$ cat config.mk
export PLATFORM = sky130hd
export DESIGN_NAME = awt_wave_timer
export DESIGN_NICKNAME = d
export VERILOG_FILES = /design/src/hdl/awt_pkg.sv /design/src/hdl/awt_wave_timer.sv
export SDC_FILE = /design/constraint.sdc
export NUM_CORES = 1
export LEC_CHECK = 0
export BUFFER_PORTS_ARGS = -buffer_cell sky130_fd_sc_hd__buf_4
export CORE_AREA = 2 2 102 104
export DETAILED_ROUTE_END_ITERATION = 12
export DIE_AREA = 0 0 104 106
export GPL_TIMING_DRIVEN = 0
export HOLD_SLACK_MARGIN = 0.12
export PLACE_DENSITY = 0.82
export SYNTH_ARGS = -nofsm -noshare
export SYNTH_HDL_FRONTEND = slang
export SYNTH_SLANG_ARGS = --single-unit
$ cat constraint.sdc
create_clock -name i_clk -period 6.75 [get_ports i_clk]
set_input_delay 0.675 -clock i_clk [delete_from_list [all_inputs] [get_ports i_clk]]
set_output_delay 0.675 -clock i_clk [all_outputs]
set_load 0.02 [all_outputs]
$ cat src/hdl/awt_pkg.sv
package awt_pkg;
   localparam int        ADDR_W      = 8;
   localparam bit [7:0]  OFS_MODE    = 8'h80;
   localparam bit [7:0]  OFS_OUTCTL  = 8'h84;
   localparam bit [7:0]  OFS_PRESC   = 8'h88;
   localparam bit [7:0]  OFS_SEC     = 8'h8C;
   localparam bit [7:0]  OFS_PRIM    = 8'h90;
   localparam bit [7:0]  OFS_SWCTL   = 8'h94;
   localparam bit [7:0]  OFS_SRC     = 8'h98;
   localparam int        BIT_RUN     = 7;
   localparam int        BIT_WTS     = 6;
   localparam int        BIT_MODE_HI = 5;
   localparam int        BIT_MODE_LO = 4;
   localparam bit [1:0]  MODE_PWG    = 2'h1;
   localparam int        BIT_LVL     = 5;
   localparam int        BIT_SWSEL   = 2;
   localparam int        BIT_FIXLVL  = 0;
   localparam bit [7:0]  MASK_MODE   = 8'hF0;
   localparam bit [7:0]  MASK_OUTCTL = 8'hE0;
   localparam bit [7:0]  MASK_SWCTL  = 8'h05;
   localparam bit [7:0]  RST_MODE    = 8'h00;
   localparam bit [7:0]  RST_OUTCTL  = 8'h00;
   localparam bit [7:0]  RST_SWCTL   = 8'h00;
   localparam bit [7:0]  RST_COUNT   = 8'hFF;
   localparam bit [2:0]  DIV8_LAST   = 3'h7;
   localparam bit [1:0]  RESP_OKAY   = 2'h0;
   localparam bit [1:0]  RESP_DECERR = 2'h3;
   typedef enum logic [1:0] {SRC_F1, SRC_F2, SRC_F8, SRC_COMP} awt_src_t;
endpackage : awt_pkg

$ cat src/hdl/awt_wave_timer.sv
// Chosen here: the AXI4-Lite register port.
`timescale 1ns/1ps
`default_nettype none
module awt_wave_timer
   import awt_pkg::*;
(
   input  wire logic              i_clk,
   input  wire logic              i_nrst,
   input  wire logic              i_comp_uf,
   input  wire logic [ADDR_W-1:0] i_s_axi_awaddr,
   input  wire logic              i_s_axi_awvalid,
   output logic                   o_s_axi_awready,
   input  wire logic [31:0]       i_s_axi_wdata,
   input  wire logic [3:0]        i_s_axi_wstrb,
   input  wire logic              i_s_axi_wvalid,
   output logic                   o_s_axi_wready,
   output logic [1:0]             o_s_axi_bresp,
   output logic                   o_s_axi_bvalid,
   input  wire logic              i_s_axi_bready,
   input  wire logic [ADDR_W-1:0] i_s_axi_araddr,
   input  wire logic              i_s_axi_arvalid,
   output logic                   o_s_axi_arready,
   output logic [31:0]            o_s_axi_rdata,
   output logic [1:0]             o_s_axi_rresp,
   output logic                   o_s_axi_rvalid,
   input  wire logic              i_s_axi_rready,
   output logic                   o_wave_out_pin,
   output logic                   o_wave_oe,
   output logic                   o_timer_irq
);
   logic [ADDR_W-1:0] aw_addr, next_aw_addr;
   logic              aw_held, next_aw_held;
   logic [7:0]        w_byte, next_w_byte;
   logic              w_lane, next_w_lane;
   logic              w_held, next_w_held;
   logic              next_awready, next_wready, next_bvalid, next_arready, next_rvalid;
   logic [1:0]        next_bresp, next_rresp;
   logic [31:0]       next_rdata;
   logic [7:0]        mode, next_mode;
   logic [7:0]        outctl, next_outctl;
   logic [7:0]        swctl, next_swctl;
   awt_src_t          src, next_src;
   logic [7:0]        pre_rel, next_pre_rel;
   logic [7:0]        sec_stage, next_sec_stage;
   logic [7:0]        pend_prim, next_pend_prim;
   logic [7:0]        pend_sec, next_pend_sec;
   logic              pend, next_pend;
   logic [7:0]        prim_act, next_prim_act;
   logic [7:0]        sec_act, next_sec_act;
   logic [7:0]        pre_cnt, next_pre_cnt;
   logic [7:0]        cnt, next_cnt;
   logic              phase, next_phase;
   logic              sw_act, next_sw_act;
   logic              run_q, next_run_q;
   logic [2:0]        div, next_div;
   logic              next_wave, next_oe, next_irq;
   logic              pwg, run, start, tick, wr_en, rd_en, hit_w, hit_r;
   function automatic logic mapped(input logic [ADDR_W-1:0] a);
      mapped = (a == OFS_MODE) || (a == OFS_OUTCTL) || (a == OFS_PRESC) || (a == OFS_SEC)
            || (a == OFS_PRIM) || (a == OFS_SWCTL) || (a == OFS_SRC);
   endfunction : mapped
   always_comb
   begin
      pwg   = (mode[BIT_MODE_HI:BIT_MODE_LO] == MODE_PWG);
      run   = pwg && mode[BIT_RUN];
      start = run && !run_q;
      unique case (src)
         SRC_F1:   tick = 1'b1;
         SRC_F2:   tick = div[0];
         SRC_F8:   tick = (div == DIV8_LAST);
         SRC_COMP: tick = i_comp_uf;
      endcase
      // write is applied once both address and data sit in their holding slots
      wr_en = aw_held && w_held && !o_s_axi_bvalid;
      hit_w = mapped(aw_addr);
      rd_en = i_s_axi_arvalid && o_s_axi_arready;
      hit_r = mapped(i_s_axi_araddr);
      next_aw_addr   = aw_addr;
      next_aw_held   = aw_held;
      next_w_byte    = w_byte;
      next_w_lane    = w_lane;
      next_w_held    = w_held;
      next_bvalid    = o_s_axi_bvalid;
      next_bresp     = o_s_axi_bresp;
      next_rvalid    = o_s_axi_rvalid;
      next_rresp     = o_s_axi_rresp;
      next_rdata     = o_s_axi_rdata;
      next_mode      = mode;
      next_outctl    = outctl;
      next_swctl     = swctl;
      next_src       = src;
      next_pre_rel   = pre_rel;
      next_sec_stage = sec_stage;
      next_pend_prim = pend_prim;
      next_pend_sec  = pend_sec;
      next_pend      = pend;
      next_prim_act  = prim_act;
      next_sec_act   = sec_act;
      next_pre_cnt   = pre_cnt;
      next_cnt       = cnt;
      next_phase     = phase;
      next_sw_act    = sw_act;
      next_run_q     = run;
      next_div       = div + 3'h1;
      next_irq       = 1'b0;
      if (i_s_axi_awvalid && o_s_axi_awready)
      begin
         next_aw_addr = i_s_axi_awaddr;
         next_aw_held = 1'b1;
      end
      if (i_s_axi_wvalid && o_s_axi_wready)
      begin
         next_w_byte = i_s_axi_wdata[7:0];
         next_w_lane = i_s_axi_wstrb[0];
         next_w_held = 1'b1;
      end
      if (o_s_axi_bvalid && i_s_axi_bready)
         next_bvalid = 1'b0;
      if (wr_en)
      begin
         next_aw_held = 1'b0;
         next_w_held  = 1'b0;
         next_bvalid  = 1'b1;
         next_bresp   = hit_w ? RESP_OKAY : RESP_DECERR;
      end
      if (o_s_axi_rvalid && i_s_axi_rready)
         next_rvalid = 1'b0;
      if (rd_en)
      begin
         next_rvalid = 1'b1;
         next_rresp  = hit_r ? RESP_OKAY : RESP_DECERR;
         unique case (i_s_axi_araddr)
            OFS_MODE:   next_rdata = {24'h0, mode};
            OFS_OUTCTL: next_rdata = {24'h0, outctl};
            OFS_PRESC:  next_rdata = {24'h0, pre_cnt};
            OFS_SEC:    next_rdata = {24'h0, sec_stage};
            OFS_PRIM:   next_rdata = {24'h0, cnt};
            OFS_SWCTL:  next_rdata = {24'h0, swctl};
            OFS_SRC:    next_rdata = {30'h0, src};
            default:    next_rdata = 32'h0;
         endcase
      end
      // timer core
      if (start)
      begin
         next_pre_cnt = pre_rel;
         next_phase   = 1'b0;
         next_sw_act  = swctl[BIT_SWSEL];
         if (pend)
         begin
            next_prim_act = pend_prim;
            next_sec_act  = pend_sec;
            next_cnt      = pend_prim;
            next_pend     = 1'b0;
         end
         else
            next_cnt = prim_act;
      end
      else if (run && tick)
      begin
         if (pre_cnt != 8'h0)
            next_pre_cnt = pre_cnt - 8'h1;
         else
         begin
            next_pre_cnt = pre_rel;
            if (cnt != 8'h0)
               next_cnt = cnt - 8'h1;
            else if (!phase)
            begin
               next_phase = 1'b1;
               next_cnt   = sec_act;
            end
            else
            begin
               next_phase  = 1'b0;
               next_irq    = 1'b1;
               next_sw_act = swctl[BIT_SWSEL];
               if (pend)
               begin
                  next_prim_act = pend_prim;
                  next_sec_act  = pend_sec;
                  next_cnt      = pend_prim;
                  next_pend     = 1'b0;
               end
               else
                  next_cnt = prim_act;
            end
         end
      end
      // register writes after the core so a fresh primary write re-arms pend
      if (wr_en && w_lane)
      begin
         unique case (aw_addr)
            OFS_MODE:   next_mode    = w_byte & MASK_MODE;
            OFS_OUTCTL: next_outctl  = w_byte & MASK_OUTCTL;
            OFS_PRESC:  next_pre_rel = w_byte;
            OFS_SEC:    next_sec_stage = w_byte;
            OFS_PRIM:
            begin
               next_pend_prim = w_byte;
               next_pend_sec  = sec_stage;
               next_pend      = 1'b1;
            end
            OFS_SWCTL:  next_swctl = w_byte & MASK_SWCTL;
            OFS_SRC:    next_src   = awt_src_t'(w_byte[1:0]);
            default:    next_src   = src;
         endcase
      end
      // pin follows the next phase so it moves on the same edge as the request
      next_oe = pwg;
      if (!pwg)
         next_wave = 1'b0;
      else if (!run)
         next_wave = o_wave_out_pin;
      else if (next_sw_act)
         next_wave = swctl[BIT_FIXLVL];
      else
         next_wave = next_phase ^ !outctl[BIT_LVL];
      next_awready = !next_aw_held && !next_bvalid;
      next_wready  = !next_w_held && !next_bvalid;
      next_arready = !next_rvalid;
   end
   always_ff @(posedge i_clk or negedge i_nrst)
   begin
      if (!i_nrst)
      begin
         aw_addr <= '0;
         aw_held <= 1'b0;
         w_byte <= 8'h00;
         w_lane <= 1'b0;
         w_held <= 1'b0;
         o_s_axi_awready <= 1'b0;
         o_s_axi_wready <= 1'b0;
         o_s_axi_bvalid <= 1'b0;
         o_s_axi_bresp <= RESP_OKAY;
         o_s_axi_arready <= 1'b0;
         o_s_axi_rvalid <= 1'b0;
         o_s_axi_rresp <= RESP_OKAY;
         o_s_axi_rdata <= 32'h0;
         mode <= RST_MODE;
         outctl <= RST_OUTCTL;
         swctl <= RST_SWCTL;
         src <= SRC_F1;
         pre_rel <= RST_COUNT;
         sec_stage <= RST_COUNT;
         pend_prim <= RST_COUNT;
         pend_sec <= RST_COUNT;
         pend <= 1'b0;
         prim_act <= RST_COUNT;
         sec_act <= RST_COUNT;
         pre_cnt <= RST_COUNT;
         cnt <= RST_COUNT;
         phase <= 1'b0;
         sw_act <= 1'b0;
         run_q <= 1'b0;
         div <= 3'h0;
         o_wave_out_pin <= 1'b0;
         o_wave_oe <= 1'b0;
         o_timer_irq <= 1'b0;
      end
      else
      begin
         aw_addr <= next_aw_addr;
         aw_held <= next_aw_held;
         w_byte <= next_w_byte;
         w_lane <= next_w_lane;
         w_held <= next_w_held;
         o_s_axi_awready <= next_awready;
         o_s_axi_wready <= next_wready;
         o_s_axi_bvalid <= next_bvalid;
         o_s_axi_bresp <= next_bresp;
         o_s_axi_arready <= next_arready;
         o_s_axi_rvalid <= next_rvalid;
         o_s_axi_rresp <= next_rresp;
         o_s_axi_rdata <= next_rdata;
         mode <= next_mode;
         outctl <= next_outctl;
         swctl <= next_swctl;
         src <= next_src;
         pre_rel <= next_pre_rel;
         sec_stage <= next_sec_stage;
         pend_prim <= next_pend_prim;
         pend_sec <= next_pend_sec;
         pend <= next_pend;
         prim_act <= next_prim_act;
         sec_act <= next_sec_act;
         pre_cnt <= next_pre_cnt;
         cnt <= next_cnt;
         phase <= next_phase;
         sw_act <= next_sw_act;
         run_q <= next_run_q;
         div <= next_div;
         o_wave_out_pin <= next_wave;
         o_wave_oe <= next_oe;
         o_timer_irq <= next_irq;
      end
   end
endmodule : awt_wave_timer
`default_nettype wire

==> report_table.html, run 1 <==
<table>
<tr><th>Metric</th><th>Value</th></tr>
<tr><th colspan="2">Hold path</th></tr>
<tr><td>Hold depth</td><td>2</td></tr>
<tr><td>Path category of the worst min-delay check</td><td>in -&gt; reg</td></tr>
<tr><th colspan="2">Global routing</th></tr>
<tr><td>Largest net degree at the start of global routing</td><td>120</td></tr>
<tr><td>Number of antenna violations at the first check in global routing</td><td>0</td></tr>
<tr><td>Overflow after GRT</td><td>0</td></tr>
<tr><td>First-pass GRT wire length</td><td>22020 um</td></tr>
<tr><td>Overall global routing resource usage</td><td>25.97%</td></tr>
<tr><td>Via count of the first global-routing pass</td><td>4189</td></tr>
<tr><th colspan="2">Final layout</th></tr>
<tr><td>Final nets</td><td>659</td></tr>
<tr><td>Share of final-layout standard cells stronger than drive strength 1</td><td>43.47%</td></tr>
<tr><td>Finished Layout Cells</td><td>~740</td></tr>
<tr><td>Antenna Cells</td><td>0</td></tr>
<tr><td>Synth-to-Final Area Change</td><td>21.39%</td></tr>
<tr><td>Fill cell instance count of the final layout</td><td>744</td></tr>
<tr><th colspan="2">Die</th></tr>
<tr><td>Area of the die</td><td>~11000 um2</td></tr>
<tr><td>I/O pins</td><td>104</td></tr>
<tr><td>Die extent in x</td><td>104 um</td></tr>
<tr><td>Core box area</td><td>between 9000 and 10000 um2</td></tr>
<tr><td>Row count</td><td>37</td></tr>
<tr><td>Initial cell density of the core</td><td>58.20%</td></tr>
<tr><td>Die extent in y</td><td>roughly 110 um</td></tr>
<tr><th colspan="2">Placed design</th></tr>
<tr><td>Final weighted congestion in routability-driven placement</td><td>0.9090</td></tr>
<tr><td>Placed wire-length estimate</td><td>9526 um</td></tr>
<tr><td>Number of buffers added on ports</td><td>51</td></tr>
<tr><td>Cell count after placement</td><td>707</td></tr>
<tr><th colspan="2">Yosys</th></tr>
<tr><td>Seq/Total Area, Yosys</td><td>between 50% and 60%</td></tr>
<tr><td>Most numerous cell types in the synthesized netlist</td><td>sky130_fd_sc_hd__mux2_2 (65), sky130_fd_sc_hd__dfstp_2 (64), sky130_fd_sc_hd__dfrtp_1 (55)</td></tr>
<tr><td>Synthesis Warnings</td><td>0</td></tr>
<tr><td>Synth cell types</td><td>55</td></tr>
<tr><td>Number of synthesized register bits</td><td>119</td></tr>
<tr><td>Synthesized area</td><td>5819 um2</td></tr>
<tr><td>Number of cells produced by synthesis</td><td>slightly below 500</td></tr>
<tr><td>Share of async-settable or async-resettable flops after synthesis</td><td>100.0%</td></tr>
<tr><td>Count of flip-flops with a built-in enable after synthesis</td><td>0</td></tr>
<tr><td>Most common flop cell mapped by yosys</td><td>sky130_fd_sc_hd__dfstp_2</td></tr>
<tr><td>Yosys top cell by area</td><td>sky130_fd_sc_hd__dfstp_2</td></tr>
<tr><td>Average footprint of a synthesized cell</td><td>11.71 um2</td></tr>
<tr><td>Cell with the most instances after synthesis</td><td>sky130_fd_sc_hd__mux2_2</td></tr>
<tr><td>Top area cells in the synthesized netlist</td><td>sky130_fd_sc_hd__dfstp_2 (29%), sky130_fd_sc_hd__dfrtp_1 (24%), sky130_fd_sc_hd__mux2_2 (13%), sky130_fd_sc_hd__buf_4 (3.5%), sky130_fd_sc_hd__nand2_1 (2.7%)</td></tr>
<tr><td>Top cell type's share of synthesized area</td><td>between 20% and 30%</td></tr>
<tr><th colspan="2">Clocking</th></tr>
<tr><td>H-tree levels</td><td>4</td></tr>
<tr><td>Clock transition at the registers of the reported paths</td><td>0.06 ns</td></tr>
<tr><td>Total CTS buffers</td><td>17</td></tr>
<tr><td>CTS tree</td><td>built</td></tr>
<tr><td>Root buf cell</td><td>sky130_fd_sc_hd__clkbuf_8</td></tr>
<tr><td>TritonCTS Sinks</td><td>between 100 and 150</td></tr>
<tr><td>Clock insertion delay at the later pin of the skew report</td><td>0.51 ns</td></tr>
<tr><td>Post-cts repair resize count</td><td>0</td></tr>
<tr><td>Deepest clock path buffer count</td><td>2</td></tr>
<tr><th colspan="2">Timing</th></tr>
<tr><td>RSZ-0062 raised after global routing</td><td>false</td></tr>
<tr><td>Worst-case clock skew</td><td>0.01102 ns</td></tr>
<tr><td>Endpoints failing hold</td><td>0</td></tr>
<tr><td>Final cycle utilization of the critical path</td><td>43.79%</td></tr>
<tr><td>Finish-stage setup viols</td><td>0</td></tr>
<tr><td>Worst-margin pin slew</td><td>slightly below 0.9 ns</td></tr>
<tr><td>Slew margin rel.</td><td>39.85%</td></tr>
<tr><td>Fmax</td><td>338.3 MHz</td></tr>
<tr><td>Min Clock Period, post-route</td><td>roughly 3.0 ns</td></tr>
<tr><td>Max Transition Viols Final</td><td>0</td></tr>
<tr><td>Setup_tns</td><td>0 ns</td></tr>
<tr><th colspan="2">Route</th></tr>
<tr><td>Sum of routed wire length over all layers</td><td>between 10000 and 15000 um</td></tr>
<tr><td>Via count</td><td>around 4300</td></tr>
<tr><td>Antenna Violating Nets Remaining</td><td>0</td></tr>
<tr><td># DRC</td><td>0</td></tr>
<tr><td>Routed length per instance</td><td>around 18 um</td></tr>
<tr><td>1st-pass router iterations</td><td>7</td></tr>
<tr><td>First DRT Iteration DRCs</td><td>216</td></tr>
<tr><td>Average via count per standard cell</td><td>5.745</td></tr>
<tr><th colspan="2">Pwr</th></tr>
<tr><td>Power per Cell Area</td><td>about 290 nW/um2</td></tr>
<tr><td>Worst supply voltage drop on vdd</td><td>0.0002322 V</td></tr>
<tr><td>Static leakage</td><td>3.237 nW</td></tr>
<tr><th colspan="2">Setup path</th></tr>
<tr><td>Worst setup path category</td><td>reg -&gt; reg</td></tr>
<tr><td>Arrival time of the worst setup path</td><td>3.35 ns</td></tr>
<tr><td>Maximum fanout along the worst path</td><td>10</td></tr>
<tr><td>Type of element launching the critical path</td><td>register</td></tr>
<tr><td>Depth of the worst register-to-register path</td><td>11</td></tr>
<tr><td>Data required time of the worst path</td><td>between 7 and 8 ns</td></tr>
<tr><td>Type of element capturing the critical path</td><td>register</td></tr>
<tr><th colspan="2">Status</th></tr>
<tr><td>Status</td><td>complete, no violations</td></tr>
<tr><th colspan="2">Job</th></tr>
<tr><td>Maxcap violations</td><td>0</td></tr>
</table>
## worst max-delay path, stage by stage, from the launching register on
cell	delay [ns]
sky130_fd_sc_hd__dfstp_2	0.36
sky130_fd_sc_hd__buf_6	0.12
sky130_fd_sc_hd__or4_4	0.55
sky130_fd_sc_hd__or3_4	0.41
sky130_fd_sc_hd__clkinv_2	0.09
sky130_fd_sc_hd__buf_2	0.23
sky130_fd_sc_hd__ha_1	0.27
sky130_fd_sc_hd__nand2_1	0.06
sky130_fd_sc_hd__nor3_1	0.06
sky130_fd_sc_hd__a221o_1	0.32
sky130_fd_sc_hd__xnor2_1	0.14
sky130_fd_sc_hd__a31o_2	0.23
## report_power, final
group / internal [mW] / switching [mW]
sequential: 0.824 / 0.110
clock: 0.538 / 0.310
combinational: 0.151 / 0.151
total: 1.51 / 0.570
## routing by layer
layer	track usage [%]	vias to the layer above	part of all wire, %
li1	-	1931	-
met1	31.79	2106	40
met2	43.89	182	51
met3	7.541	38	6.0
met4	9.749	0	3.0
met5	0	-	0
## worst paths after layout
kind	slack, ns	endpoint	start
max in group asynchronous	5.40	sec_act[2]	i_nrst
worst min-delay path	0.39	w_byte[1]	i_s_axi_wdata[1]
min in group asynchronous	0.61	o_s_axi_wready	i_nrst
worst max-delay path	3.79	o_wave_out_pin	cnt[2]
worst max register to register	3.79	o_wave_out_pin	cnt[2]
worst min register to register	0.47	div[1]	div[1]
## placed cells by master, fill, tap and decap left out, types with 5 or more instances in the layout
master	instances
sky130_fd_sc_hd__buf_4	77
sky130_fd_sc_hd__mux2_2	65
sky130_fd_sc_hd__dfstp_2	64
sky130_fd_sc_hd__dfrtp_1	55
sky130_fd_sc_hd__nand2_1	42
sky130_fd_sc_hd__nor2_1	32
sky130_fd_sc_hd__o21ai_0	29
sky130_fd_sc_hd__conb_1	24
sky130_fd_sc_hd__clkbuf_1	17
sky130_fd_sc_hd__clkbuf_16	17
sky130_fd_sc_hd__a21oi_1	16
sky130_fd_sc_hd__mux2i_1	12
sky130_fd_sc_hd__inv_1	11
sky130_fd_sc_hd__o211ai_1	11
sky130_fd_sc_hd__mux2_4	10
sky130_fd_sc_hd__a31oi_1	8
sky130_fd_sc_hd__nor2b_1	8
sky130_fd_sc_hd__nand3_1	7
sky130_fd_sc_hd__nor3_1	7
sky130_fd_sc_hd__ha_1	7
sky130_fd_sc_hd__nand3b_1	6
sky130_fd_sc_hd__a22oi_1	6
sky130_fd_sc_hd__nor4_1	5
## registers in the layout, summed over array words and instances, names as in the netlist, 4 cells and up
register	flops
aw_addr	8
cnt	8
mode	4
o_s_axi_rdata	8
pend_prim	8
pend_sec	8
pre_cnt	8
pre_rel	8
prim_act	8
sec_act	8
sec_stage	8
w_byte	8
## metrics by stage
stage	hold slack [ns]	total power, mW	utilization, %	setup slack, ns	area [um2]
floorplan	0.3794	1.101	-	4.043	5906
detailed placement	0.4627	1.237	64.59	3.852	6459
finish	0.3911	2.084	70.65	3.794	7064
global placement	0.4477	1.217	64.59	3.855	6459
global route	0.3635	2.171	70.65	3.692	7064
CTS	0.3855	2.088	70.23	3.830	7023
## layout make-up
cell class	instances	area, um2	share of cell area (%)
Timing Repair Buffer	53	424.2	6.004
Clock inverter	7	68.82	0.9741
Buffer	44	284.0	4.021
Inverter	12	46.29	0.6553
Multi-Input combinational cell	345	2517	35.64
Clock buffer	25	495.5	7.014
Tap cell	136	170.2	2.409
Sequential cell	119	3058	43.29
## cell families (layout without fill, tap and decap cells)
kind of cell,count (synthesis),in the layout,synth area share [%]
simple gates,127,127,10.79
flops,119,119,52.55
compound gates,93,93,10.43
mux,90,90,18.38
buf+inv,56,141,5.676
fa+ha+maj,7,7,1.505
xor+xnor,4,4,0.6021
other cells,1,24,0.06444
## what timing repair did
action / in CTS / in global routing
hold buffers: 0 / 1
hold endpoints to repair: 0 / 11
buffers inserted: 0 / 0
(Power assumes the default switching activity.)
==> run 2: changes to the inputs <==
Settings changed: CORE_AREA 2 2 102 104 to 2 2 110 112, DIE_AREA 0 0 104 106 to 0 0 112 114, PLACE_DENSITY 0.82 to 0.75.
Clock period 6.75 ns to 2.4 ns, I/O delays scaled along.
==> run 2 against run 1 <==
  * The run now ends with negative setup slack left
  * Flip-flop and latch count did not move
  * Routed wire length fell by 0.72%
  * Sequential share of layout area fell by 3.1 points
  * Setup slack got worse by 3.9 ns
  * Clock power rose to 3.4 times the previous value
  * Cell count rose by 5.5%
  * Via count rose by 0.80%
  * Critical endpoint unchanged
  * Largest cell class unchanged
==> report_table.html, run 2 (synthesis gave the netlist of run 1 again) <==
<table>
<tr><th>Metric</th><th>Value</th></tr>
<tr><th colspan="2">Pwr</th></tr>
<tr><td>Static leakage</td><td>3.458 nW (+6.8%)</td></tr>
<tr><td>Power per Cell Area</td><td>838.2 nW/um2 (+180%)</td></tr>
<tr><td>Net switching power</td><td>1.622 mW (+180%)</td></tr>
<tr><td>Seq pwr share</td><td>40.8% (-4.0 points)</td></tr>
<tr><td>Internal power contribution</td><td>4.753 mW (+210%)</td></tr>
<tr><td>Clock network power share</td><td>45.0% (+4.3 points)</td></tr>
<tr><td>Worst supply voltage drop on vdd</td><td>0.0005947 V (+160%)</td></tr>
<tr><td>Share of power burned in combinational logic</td><td>14.2% (-0.3 points)</td></tr>
<tr><td>Switching part of the total</td><td>25.44% (-1.9 points)</td></tr>
<tr><th colspan="2">Status</th></tr>
<tr><td>Failing checks</td><td>negative setup slack</td></tr>
<tr><td>Status</td><td>finished, violations left</td></tr>
<tr><th colspan="2">Die</th></tr>
<tr><td>Die extent in x</td><td>112 um (+7.7%)</td></tr>
<tr><td>Area of the die</td><td>12770 um2 (+16%)</td></tr>
<tr><td>Row count</td><td>40 (+8.1%)</td></tr>
<tr><td>Core box area</td><td>11710 um2 (+17%)</td></tr>
<tr><td>Die extent in y</td><td>114 um (+7.5%)</td></tr>
<tr><td>I/O pins</td><td>104 (unchanged)</td></tr>
<tr><td>Initial cell density of the core</td><td>49.69% (-8.5 points)</td></tr>
<tr><th colspan="2">Global routing</th></tr>
<tr><td>First-pass GRT wire length</td><td>21870 um (-0.69%)</td></tr>
<tr><td>Largest net degree at the start of global routing</td><td>70 (-42%)</td></tr>
<tr><td>Overflow after GRT</td><td>0 (unchanged)</td></tr>
<tr><td>Overall global routing resource usage</td><td>22.02% (-3.9 points)</td></tr>
<tr><td>Number of antenna violations at the first check in global routing</td><td>0 (unchanged)</td></tr>
<tr><td>Via count of the first global-routing pass</td><td>4234 (+1.1%)</td></tr>
<tr><th colspan="2">Final layout</th></tr>
<tr><td>Leading cell types in the layout, fill and taps excluded</td><td>sky130_fd_sc_hd__buf_4 (87), sky130_fd_sc_hd__mux2_2 (65), sky130_fd_sc_hd__dfstp_2 (64), sky130_fd_sc_hd__dfrtp_1 (55), sky130_fd_sc_hd__nand2_1 (41)</td></tr>
<tr><td>Final nets</td><td>689 (+4.6%)</td></tr>
<tr><td>Share of final-layout standard cells stronger than drive strength 1</td><td>45.51% (+2.0 points)</td></tr>
<tr><td>Fill cell instance count of the final layout</td><td>913 (+23%)</td></tr>
<tr><td>Antenna Cells</td><td>0 (unchanged)</td></tr>
<tr><td>Synth-to-Final Area Change</td><td>30.68%</td></tr>
<tr><td>Commonest non-fill, non-tap cell in the layout</td><td>sky130_fd_sc_hd__buf_4</td></tr>
<tr><th colspan="2">Clocking</th></tr>
<tr><td>Clock transition at the registers of the reported paths</td><td>0.05 ns (about the same)</td></tr>
<tr><td>Total CTS buffers</td><td>17 (unchanged)</td></tr>
<tr><td>Deepest clock path buffer count</td><td>2 (unchanged)</td></tr>
<tr><td>TritonCTS Sinks</td><td>119 (unchanged)</td></tr>
<tr><td>Clock insertion delay at the later pin of the skew report</td><td>0.42 ns (-0.09 ns)</td></tr>
<tr><td>CTS tree</td><td>built</td></tr>
<tr><td>Root buf cell</td><td>sky130_fd_sc_hd__clkbuf_16</td></tr>
<tr><td>H-tree levels</td><td>4 (unchanged)</td></tr>
<tr><th colspan="2">Timing</th></tr>
<tr><td>Setup_tns</td><td>-0.2229 ns (-0.2229 ns)</td></tr>
<tr><td>Post-route worst setup slack</td><td>-0.09955 ns (-3.894 ns)</td></tr>
<tr><td>Slew margin rel.</td><td>42.56% (+2.7 points)</td></tr>
<tr><td>Worst-case clock skew</td><td>0.005076 ns (-0.005946 ns)</td></tr>
<tr><td>Endpoints failing hold</td><td>0 (unchanged)</td></tr>
<tr><td>Finish-stage setup viols</td><td>4 (+4)</td></tr>
<tr><td>Hold slack final</td><td>0.1900 ns (-0.2011 ns)</td></tr>
<tr><td>Min Clock Period, post-route</td><td>2.500 ns (-0.4562 ns)</td></tr>
<tr><td>Fmax</td><td>400.1 MHz (+18%)</td></tr>
<tr><td>Worst-margin pin slew</td><td>0.8615 ns (-0.03322 ns)</td></tr>
<tr><td>Max Transition Viols Final</td><td>0 (unchanged)</td></tr>
<tr><td>RSZ-0062 raised after global routing</td><td>true</td></tr>
<tr><td>Final cycle utilization of the critical path</td><td>104.1% (+60 points)</td></tr>
<tr><th colspan="2">Setup path</th></tr>
<tr><td>Worst setup path category</td><td>reg -&gt; reg</td></tr>
<tr><td>Type of element launching the critical path</td><td>register</td></tr>
<tr><td>Type of element capturing the critical path</td><td>register</td></tr>
<tr><td>Arrival time of the worst setup path</td><td>2.81 ns (-0.54 ns)</td></tr>
<tr><td>Maximum fanout along the worst path</td><td>2 (-8)</td></tr>
<tr><td>Data required time of the worst path</td><td>2.71 ns (-4.43 ns)</td></tr>
<tr><th colspan="2">Job</th></tr>
<tr><td>Maxcap violations</td><td>0 (unchanged)</td></tr>
<tr><th colspan="2">Route</th></tr>
<tr><td>Sum of routed wire length over all layers</td><td>13570 um (-0.72%)</td></tr>
<tr><td>Average via count per standard cell</td><td>5.487 (-4.5%)</td></tr>
<tr><td>First DRT Iteration DRCs</td><td>237 (+9.7%)</td></tr>
<tr><td>Antenna Violating Nets Remaining</td><td>0 (unchanged)</td></tr>
<tr><td># DRC</td><td>0 (unchanged)</td></tr>
<tr><td>1st-pass router iterations</td><td>5 (-2)</td></tr>
<tr><td>Via count</td><td>4291 (+0.80%)</td></tr>
<tr><td>Routed length per instance</td><td>17.35 um (-5.9%)</td></tr>
<tr><th colspan="2">Hold path</th></tr>
<tr><td>Path category of the worst min-delay check</td><td>in -&gt; reg</td></tr>
<tr><th colspan="2">Placed design</th></tr>
<tr><td>Pre-CTS setup slack</td><td>-0.3388 ns (-4.191 ns)</td></tr>
<tr><td>Number of buffers added on ports</td><td>51 (unchanged)</td></tr>
<tr><td>Final weighted congestion in routability-driven placement</td><td>0.9147 (+0.63%)</td></tr>
<tr><td>Placed wire-length estimate</td><td>9510 um (-0.17%)</td></tr>
</table>
## run 2: path summary, 6_finish.rpt
path / endpoint / slack, ns / depth (start not counted) / startpoint
max reg2reg: o_wave_out_pin / -0.1 / 10 / cnt[5]
min: o_s_axi_rresp[0] / 0.19 / 3 / i_s_axi_arvalid
min in group asynchronous: o_timer_irq / 0.50 / 2 / i_nrst
max: o_wave_out_pin / -0.1 / 10 / cnt[5]
min reg2reg: div[1] / 0.47 / 1 / div[1]
max in group asynchronous: pre_rel[6] / 1.13 / 3 / i_nrst
## run 2: power by group through the flow
stage	logic (mW)	clock network [mW]	registers, mW
6_report	0.904	2.87	2.60
5_1_grt	0.985	3.01	2.64
4_1_cts	0.879	2.90	2.60
3_5_place_dp	0.841	0	2.63
3_3_place_gp	0.809	0	2.62
2_1_floorplan	0.552	0	2.55
## run 2: per-layer routing
layer | global-route usage, % | wire length, um
met4 | 8.293 | 346
met3 | 5.207 | 696
met2 | 37.78 | 6954
met5 | 0 | 0
met1 | 27.34 | 5571
## run 2: critical path, cell delays in order (launching register included)
cell	delay, ns
sky130_fd_sc_hd__dfstp_2	0.37
sky130_fd_sc_hd__or4_4	0.55
sky130_fd_sc_hd__or3_4	0.37
sky130_fd_sc_hd__clkinv_4	0.07
sky130_fd_sc_hd__buf_8	0.09
sky130_fd_sc_hd__ha_4	0.19
sky130_fd_sc_hd__nand2_4	0.05
sky130_fd_sc_hd__nor3_2	0.04
sky130_fd_sc_hd__a221o_1	0.32
sky130_fd_sc_hd__xnor2_1	0.14
sky130_fd_sc_hd__a31o_2	0.20
## run 2: layout make-up
cell class                 instances  area, um2  share of cell area, %
sequential                       119       3058                  40.21
multi-input combinational        345       2613                  34.35
inverter                          12      50.05                 0.6581
tap                              147      183.9                  2.419
clock buffer                      21      491.7                  6.466
buffer                            43      294.0                  3.866
clock inverter                    11      191.4                  2.517
timing repair buffer              84      723.2                  9.510
## run 2: through the flow
step                      cells  cell area, um2  total power, mW  util, %
after detailed placement    719            6523            3.474    55.69
after floorplan             520            5928            3.098        -
after global routing        782            7605            6.639    64.94
after global placement      718            6495            3.426    55.46
final                       782            7605            6.374    64.94
after CTS                   778            7491            6.383    63.96
## run 2: what timing repair did
action / CTS / global route
pin swaps: 3 / 2
endpoints found under the setup margin: 29 / 46
buffers inserted: 6 / 4
gates cloned: 0 / 1
hold endpoints to repair: 61 / 0
gates resized for setup: 8 / 11
hold buffers: 22 / 0
